## src/design/scg_cfg.svh

```systemverilog
/*
  Offsets, field layout, reset values and derived masks of the
  sleep-mode unit clock gating block.
  Assumes it is included by bare name wherever offsets are needed.
*/
`ifndef SCG_CFG_SVH
`define SCG_CFG_SVH

// ----------------------------------------------------------------
// Register offsets
// ----------------------------------------------------------------
`define SCG_BASE_ADDR       32'h400f_e000
`define SCG_OFS_RUN_CFG     12'h060
`define SCG_OFS_RUN_GATE    12'h104
`define SCG_OFS_SLEEP_GATE  12'h114
`define SCG_OFS_DEEP_GATE   12'h124
`define SCG_OFS_INT_STATUS  12'h200
`define SCG_OFS_INT_MASK    12'h204

// ----------------------------------------------------------------
// Field positions and masks
// ----------------------------------------------------------------
`define SCG_BIT_GP_COUNTER2_CLOCK_GATE      18
`define SCG_BIT_GP_COUNTER1_CLOCK_GATE      17
`define SCG_BIT_GP_COUNTER0_CLOCK_GATE      16
`define SCG_BIT_TWO_WIRE0   12
`define SCG_BIT_SYNC0       4
`define SCG_BIT_ASYNC1      1
`define SCG_BIT_ASYNC0      0
`define SCG_GATE_WMASK      32'h0007_1013
`define SCG_BIT_AUTO_GATE   27
`define SCG_RUN_CFG_WMASK   32'h0800_0000

// ----------------------------------------------------------------
// Reset values
// ----------------------------------------------------------------
`define SCG_GATE_RESET      32'h0000_0000
`define SCG_RUN_CFG_RESET   32'h0000_0000
`define SCG_INT_RESET       32'h0000_0000

`endif

```

## src/design/scg_pkg.sv

```systemverilog
/*
  Types of the sleep-mode unit clock gating block.
  Assumes scg_cfg.svh is on the include path.
*/
`default_nettype none

`include "scg_cfg.svh"

package scg_pkg;

  // ----------------------------------------------------------------
  // Gate register layout, shared by all three gate registers
  // ----------------------------------------------------------------
  typedef struct packed {
    logic [12:0] rsvd_31_19;
    logic [2:0]  gp_counter_clock_gate;
    logic [2:0]  rsvd_15_13;
    logic        two_wire_port0_clock_gate;
    logic [6:0]  rsvd_11_5;
    logic        sync_serial0_clock_gate;
    logic [1:0]  rsvd_3_2;
    logic [1:0]  async_serial_clock_gate;
  } scg_gate_s;

  // Operating mode in which gating is chosen
  typedef enum logic [1:0] {
    SCG_MODE_RUN,
    SCG_MODE_SLEEP,
    SCG_MODE_DEEP
  } scg_mode_e;

  // Register port request
  typedef struct packed {
    logic [11:0] addr;
    logic [31:0] wdata;
    logic        wr;
    logic        rd;
  } scg_req_s;

endpackage

`default_nettype wire

```

## src/design/scg_gate_ctrl.sv

```systemverilog
/*
  Unit clock gating control: run, sleep and deep-sleep gate registers,
  run clock configuration with the auto gating bit, per-unit clock
  enables, bus fault on access to a gated unit and a fault interrupt.
  Assumes a single clock, synchronous inputs, and that the system
  decode flags each peripheral access on unit_access for one cycle.
*/
`default_nettype none

`include "scg_cfg.svh"

module scg_gate_ctrl
  import scg_pkg::*;
(
  input  wire logic        clk,
  input  wire logic        reset,
  input  wire scg_req_s    req,
  output logic      [31:0] rdata,
  input  wire logic        sleep_req,
  input  wire logic        deep_sleep_req,
  input  wire scg_gate_s   unit_access,
  output scg_gate_s        unit_clk_en,
  output logic             bus_fault,
  output logic             irq
);

  // ----------------------------------------------------------------
  // Helpers
  // ----------------------------------------------------------------

  // Writable gate bits take the new data, reserved bits stay zero
  function automatic scg_gate_s gate_wr(input logic [31:0] wdata);
    gate_wr = scg_gate_s'(wdata & `SCG_GATE_WMASK);
  endfunction

  // Offset match for a given strobe
  function automatic logic hit(input logic strobe, input logic [11:0] a,
                               input logic [11:0] ofs);
    hit = strobe && (a == ofs);
  endfunction

  // ----------------------------------------------------------------
  // Registers
  // ----------------------------------------------------------------
  scg_gate_s   run_gate_ff;
  scg_gate_s   sleep_gate_ff;
  scg_gate_s   deep_gate_ff;
  logic        auto_gate_ff;
  scg_gate_s   int_status_ff;
  scg_gate_s   int_mask_ff;
  scg_mode_e   mode_ff;
  scg_gate_s   clk_en_ff;
  logic        bus_fault_ff;
  logic        irq_ff;
  logic [31:0] rdata_ff;

  // ----------------------------------------------------------------
  // Decode
  // ----------------------------------------------------------------
  wire logic wr_run    = hit(req.wr, req.addr, `SCG_OFS_RUN_GATE);
  wire logic wr_sleep  = hit(req.wr, req.addr, `SCG_OFS_SLEEP_GATE);
  wire logic wr_deep   = hit(req.wr, req.addr, `SCG_OFS_DEEP_GATE);
  wire logic wr_cfg    = hit(req.wr, req.addr, `SCG_OFS_RUN_CFG);
  wire logic wr_status = hit(req.wr, req.addr, `SCG_OFS_INT_STATUS);
  wire logic wr_mask   = hit(req.wr, req.addr, `SCG_OFS_INT_MASK);

  // Auto gating bit placed in the run clock configuration word
  wire logic [31:0] cfg_word = {4'h0, auto_gate_ff, 27'h0};

  // Read mux; unmapped offsets read zero
  logic [31:0] rd_mux;
  always_comb begin
    case (req.addr)
      `SCG_OFS_RUN_GATE:   rd_mux = run_gate_ff;
      `SCG_OFS_SLEEP_GATE: rd_mux = sleep_gate_ff;
      `SCG_OFS_DEEP_GATE:  rd_mux = deep_gate_ff;
      `SCG_OFS_RUN_CFG:    rd_mux = cfg_word;
      `SCG_OFS_INT_STATUS: rd_mux = int_status_ff;
      `SCG_OFS_INT_MASK:   rd_mux = int_mask_ff;
      default:             rd_mux = 32'h0000_0000;
    endcase
  end
  wire logic [31:0] nxt_rdata = req.rd ? rd_mux : 32'h0000_0000;

  // ----------------------------------------------------------------
  // Gate selection
  // ----------------------------------------------------------------

  // Mode follows the sleep controller's request levels
  scg_mode_e nxt_mode;
  always_comb begin
    if (deep_sleep_req) begin
      nxt_mode = SCG_MODE_DEEP;
    end else if (sleep_req) begin
      nxt_mode = SCG_MODE_SLEEP;
    end else begin
      nxt_mode = SCG_MODE_RUN;
    end
  end

  // Pick the register that drives the unit enables
  scg_gate_s sel_gate;
  always_comb begin
    case (mode_ff)
      SCG_MODE_RUN:   sel_gate = run_gate_ff;
      SCG_MODE_SLEEP: sel_gate = auto_gate_ff ? sleep_gate_ff : run_gate_ff;
      SCG_MODE_DEEP:  sel_gate = auto_gate_ff ? deep_gate_ff : run_gate_ff;
      default:        sel_gate = run_gate_ff;
    endcase
  end
  wire scg_gate_s nxt_clk_en = scg_gate_s'(sel_gate & `SCG_GATE_WMASK);

  // ----------------------------------------------------------------
  // Fault and interrupt
  // ----------------------------------------------------------------

  // Access to a unit that is not clocked
  wire scg_gate_s fault_set = scg_gate_s'(unit_access & ~clk_en_ff
                                          & `SCG_GATE_WMASK);
  // Write one to clear; a new fault wins over the clear
  wire scg_gate_s st_clr    = wr_status ? scg_gate_s'(req.wdata) : '0;
  wire scg_gate_s nxt_status = scg_gate_s'((int_status_ff & ~st_clr) | fault_set);
  wire logic      nxt_irq    = |(nxt_status & int_mask_ff);

  // ----------------------------------------------------------------
  // Gate and configuration registers
  // ----------------------------------------------------------------
  always_ff @(posedge clk or posedge reset) begin
    if (reset) begin
      run_gate_ff   <= scg_gate_s'(`SCG_GATE_RESET);
      sleep_gate_ff <= scg_gate_s'(`SCG_GATE_RESET);
      deep_gate_ff  <= scg_gate_s'(`SCG_GATE_RESET);
      auto_gate_ff  <= 1'b0;
    end else begin
      if (wr_run) run_gate_ff <= gate_wr(req.wdata);
      if (wr_sleep) sleep_gate_ff <= gate_wr(req.wdata);
      if (wr_deep) deep_gate_ff <= gate_wr(req.wdata);
      if (wr_cfg) auto_gate_ff <= req.wdata[`SCG_BIT_AUTO_GATE];
    end
  end

  // ----------------------------------------------------------------
  // Mode, enables, interrupt and read data
  // ----------------------------------------------------------------
  always_ff @(posedge clk or posedge reset) begin
    if (reset) begin
      mode_ff       <= SCG_MODE_RUN;
      clk_en_ff     <= scg_gate_s'(`SCG_GATE_RESET);
      int_status_ff <= scg_gate_s'(`SCG_INT_RESET);
      int_mask_ff   <= scg_gate_s'(`SCG_INT_RESET);
      bus_fault_ff  <= 1'b0;
      irq_ff        <= 1'b0;
      rdata_ff      <= 32'h0000_0000;
    end else begin
      mode_ff       <= nxt_mode;
      clk_en_ff     <= nxt_clk_en;
      int_status_ff <= nxt_status;
      if (wr_mask) int_mask_ff <= gate_wr(req.wdata);
      bus_fault_ff  <= |fault_set;
      irq_ff        <= nxt_irq;
      rdata_ff      <= nxt_rdata;
    end
  end

  assign unit_clk_en = clk_en_ff;
  assign bus_fault   = bus_fault_ff;
  assign irq         = irq_ff;
  assign rdata       = rdata_ff;

  // ----------------------------------------------------------------
  // Assertions
  // ----------------------------------------------------------------
  AST_EN_FOLLOWS_GATE: assert property (@(posedge clk) disable iff (reset)
    (mode_ff == SCG_MODE_SLEEP && auto_gate_ff) |=> unit_clk_en == $past(sleep_gate_ff))
    else $error("Unit enables do not follow the sleep gate register");

  AST_FAULT_ON_GATED: assert property (@(posedge clk) disable iff (reset)
    (unit_access.gp_counter_clock_gate[0] && !unit_clk_en.gp_counter_clock_gate[0])
    |=> bus_fault && int_status_ff.gp_counter_clock_gate[0])
    else $error("Access to a gated unit raised no bus fault");

  AST_NO_FAULT_ON_OPEN: assert property (@(posedge clk) disable iff (reset)
    ((unit_access & ~unit_clk_en) == '0) |=> !bus_fault)
    else $error("Bus fault raised for a clocked unit");

  AST_RESET_CLEAR: assert property (@(posedge clk)
    $fell(reset) |-> (sleep_gate_ff == '0 && unit_clk_en == '0))
    else $error("Gate register not clear after reset");

  AST_DEEP_SEPARATE: assert property (@(posedge clk) disable iff (reset)
    (mode_ff == SCG_MODE_DEEP && auto_gate_ff) |=> unit_clk_en == $past(deep_gate_ff))
    else $error("Deep-sleep enables do not follow their own register");

  AST_NO_AUTO_RUN: assert property (@(posedge clk) disable iff (reset)
    (!auto_gate_ff || mode_ff == SCG_MODE_RUN) |=> unit_clk_en == $past(run_gate_ff))
    else $error("Enables left the run register without auto gating");

  AST_WRITE_FIELDS: assert property (@(posedge clk) disable iff (reset)
    wr_sleep |=> sleep_gate_ff.gp_counter_clock_gate == $past(req.wdata[18:16])
                 && sleep_gate_ff.two_wire_port0_clock_gate == $past(req.wdata[12])
                 && sleep_gate_ff.sync_serial0_clock_gate == $past(req.wdata[4])
                 && sleep_gate_ff.async_serial_clock_gate == $past(req.wdata[1:0]))
    else $error("Sleep gate fields did not take the written value");

  AST_RESERVED_ZERO: assert property (@(posedge clk) disable iff (reset)
    (sleep_gate_ff & ~`SCG_GATE_WMASK) == '0)
    else $error("Reserved bit of the sleep gate register is set");

  AST_READ_SLEEP: assert property (@(posedge clk) disable iff (reset)
    (req.rd && req.addr == 12'h114) |=> rdata == $past(sleep_gate_ff))
    else $error("Read at the sleep gate offset returned wrong data");

  AST_IRQ_LEVEL: assert property (@(posedge clk) disable iff (reset)
    ##1 irq == |($past(nxt_status) & $past(int_mask_ff)))
    else $error("Interrupt does not reflect masked status");

  // Mode tracking and enable layout
  AST_DEEP_WINS: assert property (@(posedge clk) disable iff (reset)
    deep_sleep_req |=> mode_ff == SCG_MODE_DEEP)
    else $error("Deep-sleep request did not take priority");

  AST_RUN_MODE_IDLE: assert property (@(posedge clk) disable iff (reset)
    (!sleep_req && !deep_sleep_req) |=> mode_ff == SCG_MODE_RUN)
    else $error("Mode left run without a sleep request");

  AST_ENABLE_RESERVED: assert property (@(posedge clk) disable iff (reset)
    (unit_clk_en & ~`SCG_GATE_WMASK) == 32'h0000_0000)
    else $error("Enable raised for a reserved bit position");

  // Register writes land with reserved bits dropped
  AST_RUN_WRITE: assert property (@(posedge clk) disable iff (reset)
    wr_run |=> run_gate_ff == scg_gate_s'($past(req.wdata) & `SCG_GATE_WMASK))
    else $error("Run gate register did not take the written value");

  AST_DEEP_WRITE: assert property (@(posedge clk) disable iff (reset)
    wr_deep |=> deep_gate_ff == scg_gate_s'($past(req.wdata) & `SCG_GATE_WMASK))
    else $error("Deep gate register did not take the written value");

  AST_CFG_WRITE: assert property (@(posedge clk) disable iff (reset)
    wr_cfg |=> auto_gate_ff == $past(req.wdata[`SCG_BIT_AUTO_GATE]))
    else $error("Auto gating bit did not take the written value");

  AST_MASK_WRITE: assert property (@(posedge clk) disable iff (reset)
    wr_mask |=> int_mask_ff == scg_gate_s'($past(req.wdata) & `SCG_GATE_WMASK))
    else $error("Interrupt mask did not take the written value");

  // Read data path
  AST_RDATA_IDLE: assert property (@(posedge clk) disable iff (reset)
    !req.rd |=> rdata == 32'h0000_0000)
    else $error("Read data not zero outside a read cycle");

  AST_READ_RUN: assert property (@(posedge clk) disable iff (reset)
    (req.rd && req.addr == `SCG_OFS_RUN_GATE) |=> rdata == $past(run_gate_ff))
    else $error("Read at the run gate offset returned wrong data");

  AST_READ_DEEP: assert property (@(posedge clk) disable iff (reset)
    (req.rd && req.addr == `SCG_OFS_DEEP_GATE) |=> rdata == $past(deep_gate_ff))
    else $error("Read at the deep gate offset returned wrong data");

  AST_READ_MASK: assert property (@(posedge clk) disable iff (reset)
    (req.rd && req.addr == `SCG_OFS_INT_MASK) |=> rdata == $past(int_mask_ff))
    else $error("Read at the mask offset returned wrong data");

  AST_CFG_ONLY_AUTO: assert property (@(posedge clk) disable iff (reset)
    (req.rd && req.addr == `SCG_OFS_RUN_CFG)
    |=> (rdata & ~`SCG_RUN_CFG_WMASK) == 32'h0000_0000)
    else $error("Run clock configuration read shows more than the auto bit");

  // Sticky status, write-one-to-clear, set beats clear
  AST_STATUS_STICKY: assert property (@(posedge clk) disable iff (reset)
    !wr_status |=> (int_status_ff & $past(int_status_ff)) == $past(int_status_ff))
    else $error("Status bit dropped without a clear");

  AST_W1C_CLEARS: assert property (@(posedge clk) disable iff (reset)
    (wr_status && fault_set == '0) |=> (int_status_ff & $past(st_clr)) == '0)
    else $error("Writing one did not clear the status bit");

  AST_SET_WINS: assert property (@(posedge clk) disable iff (reset)
    (wr_status && fault_set != '0) |=> (int_status_ff & $past(fault_set)) == $past(fault_set))
    else $error("Clear beat a new fault in the same cycle");

  // Main scenarios reached
  COV_SLEEP_AUTO: cover property (@(posedge clk) disable iff (reset)
    wr_sleep ##1 (mode_ff == SCG_MODE_SLEEP && auto_gate_ff)[*2]);
  COV_FAULT: cover property (@(posedge clk) disable iff (reset) bus_fault ##1 irq);
  COV_SET_WINS: cover property (@(posedge clk) disable iff (reset)
    wr_status && (fault_set & st_clr) != '0);
  COV_DEEP_AUTO: cover property (@(posedge clk) disable iff (reset)
    (mode_ff == SCG_MODE_DEEP && auto_gate_ff)[*2]);
  COV_RMW: cover property (@(posedge clk) disable iff (reset) req.rd ##2 wr_deep);

endmodule

`default_nettype wire

```

## config.mk

```make
export PLATFORM = sky130hd
export DESIGN_NAME = scg_gate_ctrl
export DESIGN_NICKNAME = d
export VERILOG_FILES = /design/src/design/scg_pkg.sv /design/src/design/scg_gate_ctrl.sv
export VERILOG_INCLUDE_DIRS = /design/src /design/src/design
export SDC_FILE = /design/constraint.sdc
export NUM_CORES = 1
export LEC_CHECK = 0
export BUFFER_PORTS_ARGS = -buffer_cell sky130_fd_sc_hd__clkbuf_2
export CAP_MARGIN = 20
export CELL_PAD_IN_SITES_DETAIL_PLACEMENT = 0
export CELL_PAD_IN_SITES_GLOBAL_PLACEMENT = 1
export CORE_ASPECT_RATIO = 1.5
export CORE_MARGIN = 1
export CORE_UTILIZATION = 42
export DETAILED_ROUTE_END_ITERATION = 8
export PLACE_DENSITY_LB_ADDON = 0.15
export SETUP_SLACK_MARGIN = 0.15
export SYNTH_ARGS = -nofsm -noshare
export SYNTH_HDL_FRONTEND = slang
export SYNTH_SLANG_ARGS = --single-unit
```

## constraint.sdc

```tcl
create_clock -name clk -period 6.3 [get_ports clk]
set_clock_uncertainty 0.1 [all_clocks]
set_input_delay 0.315 -clock clk [delete_from_list [all_inputs] [get_ports clk]]
set_output_delay 0.315 -clock clk [all_outputs]
set_load 0.01 [all_outputs]
```

==> impl_metrics.py, run 1 <==
metrics = {
    "yosys": {
        "syn_area_per_cell_sq_um": 12.6,
        "ys_ff_latch": 104,
        "yosysSeqAreaShare_pct": 59.2,
        "synth_enable_flop_cells": 0,
        "syn_inst": 348,
        "synthFlopType": "dfrtp_1",
        "yosys_warnings": 0,
        "synth.cell_area_sq_um": 4400,
        "synthArstFlopShare_pct": 100,
        "ys_types": 45,
    },
    "power": {
        "p_seq_share_pct": 49.9,
        "clockPowerShare_pct": 45.2,
        "internal_power_mw": 1.04,
        "p_sw_uw": 298,
        "ir_drop_mv": 0.134,
        "leakage_nw": 2.66,
        "power.density_nw_per_um2": 255,
        "p_sw_share_pct": 22.2,
        "pwr-share-comb_pct": 4.9,
    },
    "floorplanning": {
        "rows": 45,
        "io_pins": 148,
        "die_y_um": 127,
        "initial_core_util_pct": 43.4,
        "die_area_sq_um": 10900,
        "dieWidth_um": 85.5,
        "core_area_sq_um": 10100,
    },
    "global_route": {
        "overflow": 0,
        "track_usage_pct": 19.3,
        "grt_max_degree": 56,
        "antenna_found_initial": 0,
        "grt_pass1_wl_um": 15800,
        "grt_pass1_vias": 3039,
    },
    "worst_setup_path": {
        "rr_endpoint": "unit_clk_en[4]",
        "worstSetupEndpointType": "flop",
        "critical-path-top-delay-family": "simple AND/OR/NAND/NOR gates",
        "rr_worst_depth": 6,
        "r2r_slack_ps": 4420,
        "worstSetupPathType": "input pin to flop",
        "startpoint": "req[38]",
        "cp_num_buf_inv": 2,
        "r2r_start": "mode_ff[0]",
        "critPathSlowestCell": "or4b_1",
        "path_cells": "clkbuf_2 -> or4b_1 -> nor3_1 -> buf_4 -> and3_1 -> mux2_2",
        "critPathMaxStageDelay_ps": 680,
        "required_ps": 6430,
        "worst_setup_path_start_kind": "input pin",
        "crit_fanout": 11,
        "arrival_ps": 2790,
    },
    "worst_hold_path": {
        "hp-start": "req[17]",
        "hold_depth": 2,
        "worstHoldPathType": "input pin to flop",
        "holdPathEnd": "int_status_ff[15]",
    },
    "placed_design": {
        "pre_cts_ws_ps": 3310,
        "gp_congestion": 0.767,
        "io_buffers": 97,
        "dpl.hpwl_um": 6830,
        "detailed_place.area_sq_um": 4910,
        "dp.cells": 551,
    },
    "final_layout": {
        "fin_util_pct": 51.9,
        "fillCellCount": 946,
        "drive_above_1_share_pct": 35.2,
        "multi_input_area_sq_um": 1630,
        "final_common_cell": "dfrtp_1",
        "synthToLayoutAreaGrowth_pct": 19.6,
        "nets": 531,
        "layout_common_cells": "104 x dfrtp_1, 97 x clkbuf_2, 35 x mux2_2",
        "diodes": 0,
        "regArea_sq_um": 2600,
        "final_cell_area_sq_um": 5260,
        "layout.cells.non_filler": 569,
    },
    "clocking": {
        "ctsRootBufferMaster": "clkbuf_16",
        "cts_tree": "yes",
        "cts_buffers": 9,
        "clk_pin_slew_ps": 70,
        "clockBufferDepth": 2,
        "clkLatencyLatePin_ps": 340,
        "cts-hold-fix-buffers": 2,
        "post_cts_buffers": 0,
        "clock_sinks": 104,
        "htreeDepth": 3,
        "cts_resized": 0,
    },
    "sta": {
        "hold_viol": 0,
        "fin_setup_tns_ps": 0,
        "finalSetupViolations": 0,
        "drv_slew": 0,
        "relSlewSlack_pct": 31.6,
        "rsz0062_at_grt": "false",
        "fin_crit_ps": 2670,
        "fin_crit_sh_pct": 42.3,
        "setup_slack_ps": 3630,
        "worstMarginPinSlew_ps": 1010,
        "max_freq_ghz": 0.375,
    },
    "flow_run": {
        "maxCapViolations": 0,
    },
    "drt": {
        "wirelength_um": 9830,
        "wl_per_cell_um": 17.3,
        "ant_nets": 0,
        "viasPerCell": 5.18,
        "vias": 2947,
        "drcViolationCount": 0,
        "drtIter0Drc": 146,
        "first_pass_iters": 4,
    },
    "run_status": {
        "status": "completed",
    },
}
==> logic make-up after synthesis <==
| logic type | count (synthesis) | share of synthesized area (%) |
|---|---|---|
| flip-flops | 104 | 59.2 |
| AO/OA/AOI/OAI | 67 | 11.4 |
| other | 1 | 0.0853 |
| adder cells (fa/ha/maj) | 2 | 0.569 |
| multiplexers | 43 | 11.0 |
| AND/OR/NAND/NOR | 87 | 11.7 |
| buffers and inverters | 44 | 6.06 |
==> cell type report <==
cell class / count / share of cell area, %
tap: 117 / 2.78
inverter: 5 / 0.404
multi-input combinational: 224 / 30.9
timing repair buffer: 103 / 10.2
clock inverter: 7 / 1.95
sequential: 104 / 49.5
clock buffer: 9 / 4.28
==> power groups by stage <==
stage          Combinational [mW]  Sequential (mW)  Clock (mW)
4_1_cts                    0.0674            0.670       0.623
5_1_grt                    0.0749            0.670       0.644
3_5_place_dp               0.0663            0.683           0
2_1_floorplan              0.0464            0.683           0
3_3_place_gp               0.0654            0.683           0
6_report                   0.0660            0.670       0.606
==> state kept, by name, indices dropped and copies added (netlist names) <==
| name | count |
|---|---|
| bus_fault | 1 |
| deep_gate_ff | 7 |
| run_gate_ff | 7 |
| int_mask_ff | 7 |
| auto_gate_ff | 1 |
| sleep_gate_ff | 7 |
| int_status_ff | 32 |
| rdata | 32 |
| irq | 1 |
| mode_ff | 2 |
| unit_clk_en | 7 |
==> synthesized netlist by cell type, types with 3 or more instances <==
| cell type | count | area share (%) |
|---|---|---|
| mux2_1 | 8 | 2.0 |
| a22oi_1 | 7 | 1.2 |
| nor2b_1 | 7 | 1.0 |
| mux2_2 | 35 | 9.0 |
| a21boi_0 | 26 | 4.4 |
| dfrtp_1 | 104 | 59 |
| inv_1 | 5 | 0.43 |
| o21ai_0 | 12 | 1.4 |
| nor2_1 | 13 | 1.1 |
| and3_1 | 3 | 0.43 |
| buf_2 | 6 | 0.68 |
| nand2_1 | 17 | 1.5 |
| and2_1 | 24 | 3.4 |
| buf_4 | 25 | 4.3 |
| a222oi_1 | 7 | 1.6 |
| a21o_1 | 5 | 0.85 |
| clkbuf_1 | 7 | 0.60 |
| nor3_1 | 3 | 0.34 |
==> per-stage QoR <==
step	hold WS (ps)	power, mW
after global routing	28.2	1.39
after detailed placement	331	0.749
after global placement	322	0.748
after CTS	33.9	1.36
after floorplan	246	0.730
final	41.9	1.34
==> per-layer routing <==
| metal | GRT usage (%) | wire length (um) | up-vias | part of all wire [%] |
|---|---|---|---|---|
| met4 | 7.75 | 181 | 0 | 1.8 |
| met3 | 4.78 | 660 | 14 | 6.7 |
| met1 | 23.6 | 3860 | 1456 | 39 |
| met2 | 32.8 | 5130 | 102 | 52 |
| met5 | 0 | 0 | - | 0 |
| li1 | - | - | 1375 | - |
==> how the worst max path moves through the flow <==
stage,endpoint,slack [ps],cells past startpoint
final,int_mask_ff[18],3630,6
after detailed placement,int_mask_ff[18],3310,6
after CTS,int_mask_ff[18],3660,6
after global routing,rdata[25],3500,6
after global placement,int_mask_ff[12],3310,6
after floorplan,auto_gate_ff,3150,1
No activity file was read; power rests on OpenSTA's default activity.
==> inputs of run 2 (changes only) <==
--- a/config.mk
+++ b/config.mk
@@ -12,7 +12,7 @@
 export CELL_PAD_IN_SITES_GLOBAL_PLACEMENT = 1
 export CORE_ASPECT_RATIO = 1.5
 export CORE_MARGIN = 1
-export CORE_UTILIZATION = 42
+export CORE_UTILIZATION = 35
 export DETAILED_ROUTE_END_ITERATION = 8
 export PLACE_DENSITY_LB_ADDON = 0.15
 export SETUP_SLACK_MARGIN = 0.15
==> constraint.sdc (replaced) <==
create_clock -name clk -period 2.35 [get_ports clk]
set_clock_uncertainty 0.1 [all_clocks]
set_input_delay 0.1175 -clock clk [delete_from_list [all_inputs] [get_ports clk]]
set_output_delay 0.1175 -clock clk [all_outputs]
set_load 0.01 [all_outputs]
==> run 2 against run 1 <==
  * First-iteration DRC count is 24% higher
  * Combinational power grew to 3.6 times the previous value
  * Hold slack worse by 21 ps
  * Register-to-register slack worse by 3700 ps
  * Clock power is 140% higher
  * Non-clock buffer count is 54 higher
  * Highest routed layer unchanged
==> impl_metrics.py, run 2 (synthesis gave the netlist of run 1 again) <==
metrics = {
    "run_status": {
        "status": "completed",
    },
    "clocking": {
        "ctsRootBufferMaster": "clkbuf_16",
        "clk_pin_slew_ps": 70,
        "cts_buffers": 9,
        "cts_resized": 0,
        "clkLatencyLatePin_ps": 340,
        "clock_sinks": 104,
        "htreeDepth": 3,
        "cts_tree": "yes",
        "post_cts_buffers": 0,
        "clockBufferDepth": 2,
    },
    "drt": {
        "drcViolationCount": 0,
        "viasPerCell": 4.81,
        "first_pass_iters": 5,
        "wirelength_um": 10700,
        "wl_per_cell_um": 16.3,
        "ant_nets": 0,
        "drtIter0Drc": 181,
        "vias": 3168,
    },
    "worst_setup_path": {
        "crit_fanout": 4,
        "rr_worst_depth": 7,
        "worst_setup_path_start_kind": "input pin",
        "required_ps": 2450,
        "arrival_ps": 2060,
        "worstSetupPathType": "input pin to flop",
        "worstSetupEndpointType": "flop",
    },
    "global_route": {
        "grt_pass1_wl_um": 17200,
        "track_usage_pct": 17.5,
        "antenna_found_initial": 0,
        "grt_max_degree": 42,
        "grt_pass1_vias": 3380,
        "overflow": 0,
    },
    "sta": {
        "finalSetupViolations": 0,
        "hold_viol": 0,
        "rsz0062_at_grt": "false",
        "fin_crit_sh_pct": 83.1,
        "fin_crit_ps": 1950,
        "relSlewSlack_pct": 47.7,
        "worstMarginPinSlew_ps": 783,
        "drv_slew": 0,
        "fin_setup_tns_ps": 0,
        "whs_ps": 20.7,
        "setup_slack_ps": 397,
        "max_freq_ghz": 0.512,
    },
    "worst_hold_path": {
        "hold_depth": 2,
        "worstHoldPathType": "input pin to flop",
    },
    "final_layout": {
        "nets": 585,
        "diodes": 0,
        "final_cell_area_sq_um": 5790,
        "drive_above_1_share_pct": 35.8,
        "synthToLayoutAreaGrowth_pct": 31.7,
        "layout_common_cells": "104 x dfrtp_1, 97 x clkbuf_2, 35 x mux2_2",
        "layout.cells.non_filler": 659,
        "final_common_cell": "dfrtp_1",
    },
    "floorplanning": {
        "dieWidth_um": 93.5,
        "initial_core_util_pct": 36.2,
        "rows": 49,
        "io_pins": 148,
        "die_y_um": 139,
        "core_area_sq_um": 12100,
        "die_area_sq_um": 13000,
    },
    "placed_design": {
        "dpl.hpwl_um": 7770,
        "dp.cells": 609,
        "pre_cts_ws_ps": 20.5,
        "detailed_place.area_sq_um": 5160,
        "io_buffers": 97,
        "gp_congestion": 0.764,
    },
    "flow_run": {
        "maxCapViolations": 0,
    },
    "power": {
        "leakage_nw": 2.89,
        "ir_drop_mv": 0.321,
        "power.density_nw_per_um2": 599,
    },
}
-- run 2: cell count changes in the layout (fill, tap and decap cells not counted), sizes merged --
cell	previous run	this run
buf	4	26
bufinv	2	0
clkinv	2	3
dlygate4sd3	2	34
inv	7	8
-- run 2: power by group --
group          total [mW]  switching [mW]  internal [mW]
clock network        1.43           0.687          0.740
registers            1.80         0.00296           1.79
logic               0.240           0.131          0.110
total                3.46           0.821           2.64
-- run 2: metal layers --
layer | up-vias | track usage [%] | wire length [um]
met1 | 1584 | 20.4 | 4230
li1 | 1482 | - | -
met4 | 0 | 5.43 | 85
met5 | - | 0 | 0
met3 | 6 | 3.88 | 537
met2 | 96 | 31.3 | 5870
-- run 2: repair_timing --
action,CTS,global route
hold buffers,34,0
endpoints found under the hold margin,73,0
setup endpoints to repair,0,0
-- run 2: layout make-up --
type	count	area, sq um
fill	1163	6350
inverter	5	22.5
sequential	104	2600
timing repair buffer	157	1060
clock buffer	9	225
tap	153	191
multi-input combinational	224	1630
clock inverter	7	61.3
-- run 2: worst paths after layout --
path                                  start                end  slack [ps]
setup / recovery                    req[35]                irq         400
hold / removal                       req[2]     run_gate_ff[0]          20
setup reg to reg                 mode_ff[0]    unit_clk_en[16]         750
hold reg to reg            int_status_ff[7]           rdata[7]         380
max in group asynchronous             reset  int_status_ff[11]        1140
min in group asynchronous             reset          rdata[22]         350
-- run 2: worst max-delay path: stages --
cell	delay [ps]
clkbuf_2	80
or4_1	590
or4_1	570
a22o_1	230
a211oi_1	240
buf_4	150
nand4b_1	90
-- run 2: through the flow --
step / utilization, % / total power [mW]
2_1_floorplan: - / 1.96
3_3_place_gp: 42.5 / 2.03
3_5_place_dp: 42.5 / 2.03
4_1_cts: 47.7 / 3.54
5_1_grt: 47.7 / 3.62
6_report: 47.7 / 3.46
